===== src/shared/hsc_pkg.sv =====
package hsc_pkg;
	// ----------------------------------------------------------------
	// core modes and sizes
	// ----------------------------------------------------------------
	localparam int unsigned HSC_SEL_COUNT = 8;
	localparam int unsigned HSC_DATA_BITS = 8;
	localparam logic [2:0] HSC_BIT_LAST = 3'h7;
	localparam logic [2:0] HSC_BIT_RST = 3'h0;
	localparam logic [7:0] HSC_BYTE_RST = 8'h00;
	localparam logic [7:0] HSC_SEL_IDLE = 8'hff;
	// ----------------------------------------------------------------
	// timing
	// ----------------------------------------------------------------
	localparam int unsigned HSC_CLK_MHZ = 50;
	localparam int unsigned HSC_HALF_NS = 80;
	localparam int unsigned HSC_HALF_CYC_I = (HSC_HALF_NS * HSC_CLK_MHZ) / 1000;
	localparam logic [3:0] HSC_HALF_CYC = 4'(HSC_HALF_CYC_I);
	localparam logic [3:0] HSC_DIV_RST = 4'h0;

	typedef enum logic [1:0] {
		HSC_IDLE = 2'b00,
		HSC_SHIFT = 2'b01,
		HSC_DONE = 2'b10
	} hsc_state_e;
endpackage


===== src/hsc_sync.sv =====
`timescale 1ns/100ps
`default_nettype none
module hsc_sync
	import hsc_pkg::*;
#(
	parameter int unsigned WIDTH = 1
) (
	input wire logic sys_clk,
	input wire logic sys_rst,
	input wire logic [WIDTH-1:0] async_in,
	input wire logic [WIDTH-1:0] rst_val,
	output logic [WIDTH-1:0] sync_out
);
	typedef struct packed {
		logic [WIDTH-1:0] meta;
		logic [WIDTH-1:0] stable;
	} hsc_sync_s;

	hsc_sync_s st_q;
	hsc_sync_s st_d;

	// rst_val must be a constant tie at the instance
	always_comb begin
		st_d.meta = async_in;
		st_d.stable = st_q.meta;
		if (sys_rst) begin
			st_d = '{meta: rst_val, stable: rst_val};
		end
	end

	always_ff @(posedge sys_clk) begin
		st_q <= st_d;
	end

	assign sync_out = st_q.stable;
endmodule
`default_nettype wire


===== src/hsc_spi_core.sv =====
`timescale 1ns/100ps
`default_nettype none
module hsc_spi_core
	import hsc_pkg::*;
#(
	parameter bit WAKEUP_EN = 1'b0
) (
	input wire logic sys_clk,
	input wire logic sys_rst,
	input wire logic master_mode,
	input wire logic start,
	input wire logic [2:0] sel_index,
	input wire logic [7:0] tx_byte,
	output logic [7:0] rx_byte,
	output logic rx_valid,
	output logic busy,
	output logic flash_access,
	input wire logic irq_ack,
	output logic irq,
	input wire logic standby_req,
	output logic standby_out,
	output logic wake_out,
	input wire logic spi_clk_i,
	output logic spi_clk_o,
	output logic spi_clk_oe,
	input wire logic spi_miso_i,
	output logic spi_miso_o,
	output logic spi_miso_oe,
	input wire logic spi_mosi_i,
	output logic spi_mosi_o,
	output logic spi_mosi_oe,
	output logic [7:0] spi_sel_n,
	input wire logic spi_slave_sel_n,
	input wire logic flash_select_n
);
	// ----------------------------------------------------------------
	// state
	// ----------------------------------------------------------------
	typedef struct packed {
		hsc_state_e state;
		logic is_master;
		logic sck;
		logic [3:0] div;
		logic [2:0] bitcnt;
		logic [7:0] sh;
		logic [7:0] rx;
		logic rx_valid;
		logic [7:0] sel_n;
		logic mosi;
		logic miso;
		logic sck_prev;
		logic flash;
		logic irq;
		logic standby;
		logic wake;
	} hsc_core_s;

	hsc_core_s st_q;
	hsc_core_s st_d;

	logic [4:0] pins_sync;
	logic s_clk;
	logic s_miso;
	logic s_mosi;
	logic s_ssn;
	logic s_fsn;
	logic s_active;
	logic s_rise;
	logic s_fall;

	// ----------------------------------------------------------------
	// pin synchronisers
	// ----------------------------------------------------------------
	hsc_sync #(.WIDTH(5)) u_sync (
		.sys_clk(sys_clk),
		.sys_rst(sys_rst),
		.async_in({spi_clk_i, spi_miso_i, spi_mosi_i, spi_slave_sel_n, flash_select_n}),
		.rst_val(5'h03),
		.sync_out(pins_sync)
	);

	assign {s_clk, s_miso, s_mosi, s_ssn, s_fsn} = pins_sync;
	// either select opens a slave frame
	assign s_active = !s_ssn || !s_fsn;
	assign s_rise = s_clk && !st_q.sck_prev;
	assign s_fall = !s_clk && st_q.sck_prev;

	// ----------------------------------------------------------------
	// next state
	// ----------------------------------------------------------------
	always_comb begin
		st_d = st_q;
		st_d.sck_prev = s_clk;
		st_d.rx_valid = 1'b0;
		// ack clears, completion below sets and wins
		if (irq_ack) begin
			st_d.irq = 1'b0;
		end
		// power outputs gated by the build option
		st_d.standby = WAKEUP_EN && standby_req;
		st_d.wake = WAKEUP_EN && !standby_req && st_q.standby;
		case (st_q.state)
			HSC_IDLE: begin
				st_d.sck = 1'b0;
				st_d.div = HSC_DIV_RST;
				st_d.bitcnt = HSC_BIT_RST;
				st_d.sel_n = HSC_SEL_IDLE;
				st_d.is_master = master_mode;
				if (master_mode && start) begin
					// one low select out of eight
					st_d.sel_n = ~(8'h01 << sel_index);
					st_d.sh = tx_byte;
					st_d.mosi = tx_byte[7];
					st_d.state = HSC_SHIFT;
				end else if (!master_mode && s_active) begin
					st_d.sh = tx_byte;
					st_d.miso = tx_byte[7];
					st_d.flash = !s_fsn;
					st_d.state = HSC_SHIFT;
				end
			end
			HSC_SHIFT: begin
				if (st_q.is_master) begin
					if (st_q.div == HSC_HALF_CYC - 4'h1) begin
						st_d.div = HSC_DIV_RST;
						st_d.sck = !st_q.sck;
						if (!st_q.sck) begin
							st_d.sh = {st_q.sh[6:0], s_miso};
						end else begin
							st_d.bitcnt = st_q.bitcnt + 3'h1;
							st_d.mosi = st_q.sh[7];
							if (st_q.bitcnt == HSC_BIT_LAST) begin
								st_d.state = HSC_DONE;
							end
						end
					end else begin
						st_d.div = st_q.div + 4'h1;
					end
				end else if (!s_active) begin
					// frame dropped early, partial byte discarded
					st_d.state = HSC_IDLE;
				end else if (s_rise) begin
					st_d.sh = {st_q.sh[6:0], s_mosi};
					st_d.bitcnt = st_q.bitcnt + 3'h1;
					if (st_q.bitcnt == HSC_BIT_LAST) begin
						st_d.state = HSC_DONE;
					end
				end else if (s_fall) begin
					st_d.miso = st_q.sh[7];
				end
			end
			HSC_DONE: begin
				st_d.rx = st_q.sh;
				st_d.rx_valid = 1'b1;
				st_d.irq = 1'b1;
				st_d.sel_n = HSC_SEL_IDLE;
				st_d.state = HSC_IDLE;
			end
			default: begin
				st_d.state = HSC_IDLE;
			end
		endcase
		if (sys_rst) begin
			st_d = '0;
			st_d.state = HSC_IDLE;
			st_d.sel_n = HSC_SEL_IDLE;
			st_d.rx = HSC_BYTE_RST;
			st_d.sh = HSC_BYTE_RST;
			// idle clock level, so no false edge right after reset
			st_d.sck_prev = 1'b0;
		end
	end

	always_ff @(posedge sys_clk) begin
		st_q <= st_d;
	end

	// ----------------------------------------------------------------
	// outputs
	// ----------------------------------------------------------------
	// pin direction follows mode
	assign spi_clk_oe = st_q.is_master;
	assign spi_clk_o = st_q.sck;
	assign spi_mosi_oe = st_q.is_master;
	assign spi_mosi_o = st_q.mosi;
	// only the selected slave drives its output
	assign spi_miso_oe = !st_q.is_master && (st_q.state == HSC_SHIFT);
	assign spi_miso_o = st_q.miso;
	assign spi_sel_n = st_q.sel_n;
	assign rx_byte = st_q.rx;
	assign rx_valid = st_q.rx_valid;
	assign busy = st_q.state != HSC_IDLE;
	assign flash_access = st_q.flash;
	assign irq = st_q.irq;
	assign standby_out = st_q.standby;
	assign wake_out = st_q.wake;
endmodule
`default_nettype wire


===== config.mk =====
export PLATFORM = sky130hd
export DESIGN_NAME = hsc_spi_core
export DESIGN_NICKNAME = d
export VERILOG_FILES = /design/src/shared/hsc_pkg.sv /design/src/hsc_sync.sv /design/src/hsc_spi_core.sv
export SDC_FILE = /design/constraint.sdc
export NUM_CORES = 1
export LEC_CHECK = 0
export ABC_AREA = 1
export BUFFER_PORTS_ARGS = -buffer_cell sky130_fd_sc_hd__buf_4
export CAP_MARGIN = 5
export CORE_ASPECT_RATIO = 0.8
export CORE_MARGIN = 2
export CORE_UTILIZATION = 50
export DETAILED_ROUTE_END_ITERATION = 8
export GPL_ROUTABILITY_DRIVEN = 1
export PLACE_DENSITY = 0.72
export SETUP_SLACK_MARGIN = 0.15
export SKIP_LAST_GASP = 1
export SLEW_MARGIN = 25
export SYNTH_ARGS = -nofsm -noshare
export SYNTH_HDL_FRONTEND = slang
export SYNTH_HIERARCHICAL = 1
export SYNTH_SLANG_ARGS = --single-unit

===== constraint.sdc =====
create_clock -name sys_clk -period 3.3 [get_ports sys_clk]
set_input_delay 0.66 -clock sys_clk [delete_from_list [all_inputs] [get_ports sys_clk]]
set_output_delay 0.66 -clock sys_clk [all_outputs]
set_load 0.005 [all_outputs]

==> results.cfg <==
[outcome]
status = complete, no violations

[placed_design]
gp_congestion = 0.910
portBuffers = 46
hpwlAfterDp_um = 3390

[route]
first_iter_violations = 118
totalWireLength_um = 4630
drt_pass1_iterations = 4
met2_wirelength_um = 1990
wl_met1_um = 2260
vias = 2073
ant_nets = 0
vias_per_cell = 4.83
drt-wirelength-per-cell_um = 10.8
wl_met3_um = 335
top_layer = met4
remaining_drc_errors = 0

[worst_setup_path]
cp_data_required_time_ns = 2.64
start_kind = register
setup.worst_path.class = reg2out
r2r-start = st_q[41]
cp.depth = 3
critPathTopFamily = flip-flops
crit_slowest_cell = dfxtp_1
rrSetupSlack_ns = 1.75
crit_buf_inv = 1
r2r_cells = 7
cp_max_fo = 19
cp-end-kind = output port
crit_path_max_incr_delay_ns = 0.53
crit_chain = nand2_4, nor2_1, buf_4
r2r_end = st_q[33]
crit_arrival_ns = 1.39

[global_route]
grtUsageTotal_pct = 18.9
grt_start_max_net_pins = 29
grt_pass1_vias = 1802
grt_pass1_wl_um = 7930
antenna_found_initial = 0
grt_overflow_total = 0

[timing]
hold_viol_final = 0
rsz0062_at_grt = false
clock_skew_ns = 0.00658
slew_headroom_pct = 46.7
worst-slew-pin-transition_ns = 0.799
setup_tns_ns = 0
min_period_ns = 2.05
max_clock_freq_mhz = 488
setup_violations = 0
slew_violations = 0
fin_crit_sh_pct = 62.0

[yosys]
syn_area_um2 = 2410
yosys_warnings = 6
synth.largest_area_cell = dfxtp_1
yosysTopAreaCellShare_pct = 42.4
synth_cells = 341
ys_seq_elements = 51
synth_cell_types = 27
avgSynthCellArea_um2 = 7.06
synthTopCellsByArea = dfxtp_1, nand2_1, buf_4
seq_area_frac_synth_pct = 42.4

[min_path]
hold_path_end = u_sync/sync_out[1]
min_path_cells = 2
hold_class = reg2reg
hp-start = u_sync/st_q[6]

[floorplanning]
die_x_um = 81.6
rows = 22
core_area_um2 = 4620
ioPinCount = 50
die_h_um = 66.1
dieArea_um2 = 5390
start_util_pct = 52.1

[clock_tree]
clkSlewWorstSetupHoldPaths_ns = 0.08
cts.sinks = 51
cts_tree = done
cts_buffers = 5
clk_latency_ns = 0.30
cts_setup_buffers = 0
cts-root-buf = clkbuf_8
post_cts_resized = 0
hold_buffers = 0
htree_levels = 2
clockBufferDepth = 2

[finish]
nFillCells = 454
layout-drive-gt1-share_pct = 19.0
final_common_cell = nand2_1
final_nets = 394
diodes = 0
most-common-layout-cells = nand2_1, dfxtp_1, buf_4
area_growth_pct = 13.9

[power_and_ir_drop]
p_leak_nw = 1.34
ir_worst_vdd_mv = 0.276
power_mw = 1.32
cellPowerDensity_nw_per_um2 = 483

[job]
maxCapViolCount = 0
layout make-up:
cell class | count | area [um^2] | area share (%)
multi-input combinational | 230 | 1060 | 38.7
sequential | 51 | 1020 | 37.2
timing repair buffer | 47 | 353 | 12.9
inverter | 34 | 130 | 4.74
tap | 60 | 75.1 | 2.74
clock buffer | 6 | 72.6 | 2.65
clock inverter | 1 | 30.0 | 1.09
kinds of logic (layout without fill, tap and decap cells):
kind of cell / after synthesis / in the layout / share of synthesized area (%)
buffers and inverters: 65 / 88 / 14.3
other: 2 / 7 / 0.312
adder cells (fa/ha/maj): 3 / 3 / 1.56
AO/OA/AOI/OAI: 52 / 52 / 11.3
flip-flops: 51 / 51 / 42.4
AND/OR/NAND/NOR: 168 / 168 / 30.1
layer usage:
metal,vias to the layer above,GRT usage (%)
met3,5,4.51
met1,899,26.6
li1,1113,-
met2,56,28.6
met4,0,5.63
met5,-,0
through the flow:
step	setup WS (ns)	util [%]	instances	cell area (um^2)	hold WS, ns
final	1.25	59.3	429	2740	0.421
after global routing	1.16	59.3	429	2740	0.448
after CTS	1.27	59.3	429	2740	0.425
after detailed placement	1.35	57.1	422	2640	0.405
after global placement	1.32	57.1	422	2640	0.401
after floorplan	1.84	-	346	2430	0.396
worst min-delay path, stage by stage, from the launching register on:
cell and delay (ns):
dfxtp_1 0.31, nand2_1 0.04, nand2_1 0.04
power by group:
group / total, mW / internal, mW / switching [mW] / leakage, nW
logic: 0.229 / 0.0906 / 0.139 / 0.872
clock network: 0.413 / 0.222 / 0.190 / 0.0513
registers: 0.683 / 0.656 / 0.0265 / 0.419
total: 1.32 / 0.969 / 0.355 / 1.34
Yosys cell counts:
cell type and instances:
nand2_1 82, dfxtp_1 51, nor2_1 44, inv_1 29
buf_4 26, nand3_1 26, o21ai_0 22, a21oi_1 19
o22ai_1 8, inv_2 4, clkbuf_1 3, ha_1 3
nand4_1 3, nor2_2 3, a31oi_1 2, conb_1 2
nand2_2 2, nor2_4 2, or2_2 2, buf_1 1
buf_2 1, inv_4 1, nand2_4 1, nand3_2 1
nor3_1 1, nor3_2 1, o21ai_1 1
worst max path at each step:
stage	from	end
final	st_q[41]	spi_miso_oe
after global routing	st_q[41]	spi_miso_oe
after CTS	st_q[41]	spi_miso_oe
after detailed placement	sys_rst	spi_mosi_o
after global placement	sys_rst	spi_mosi_o
after floorplan	sys_rst	flash_access
state kept, by name (all words and copies together), names as in the netlist, 5 cells and up:
| signal | cells |
|---|---|
| rx_byte | 8 |
| spi_sel_n | 8 |
| st_q | 18 |
| u_sync/st_q | 5 |
| u_sync/sync_out | 5 |
(Power assumes the default switching activity.)
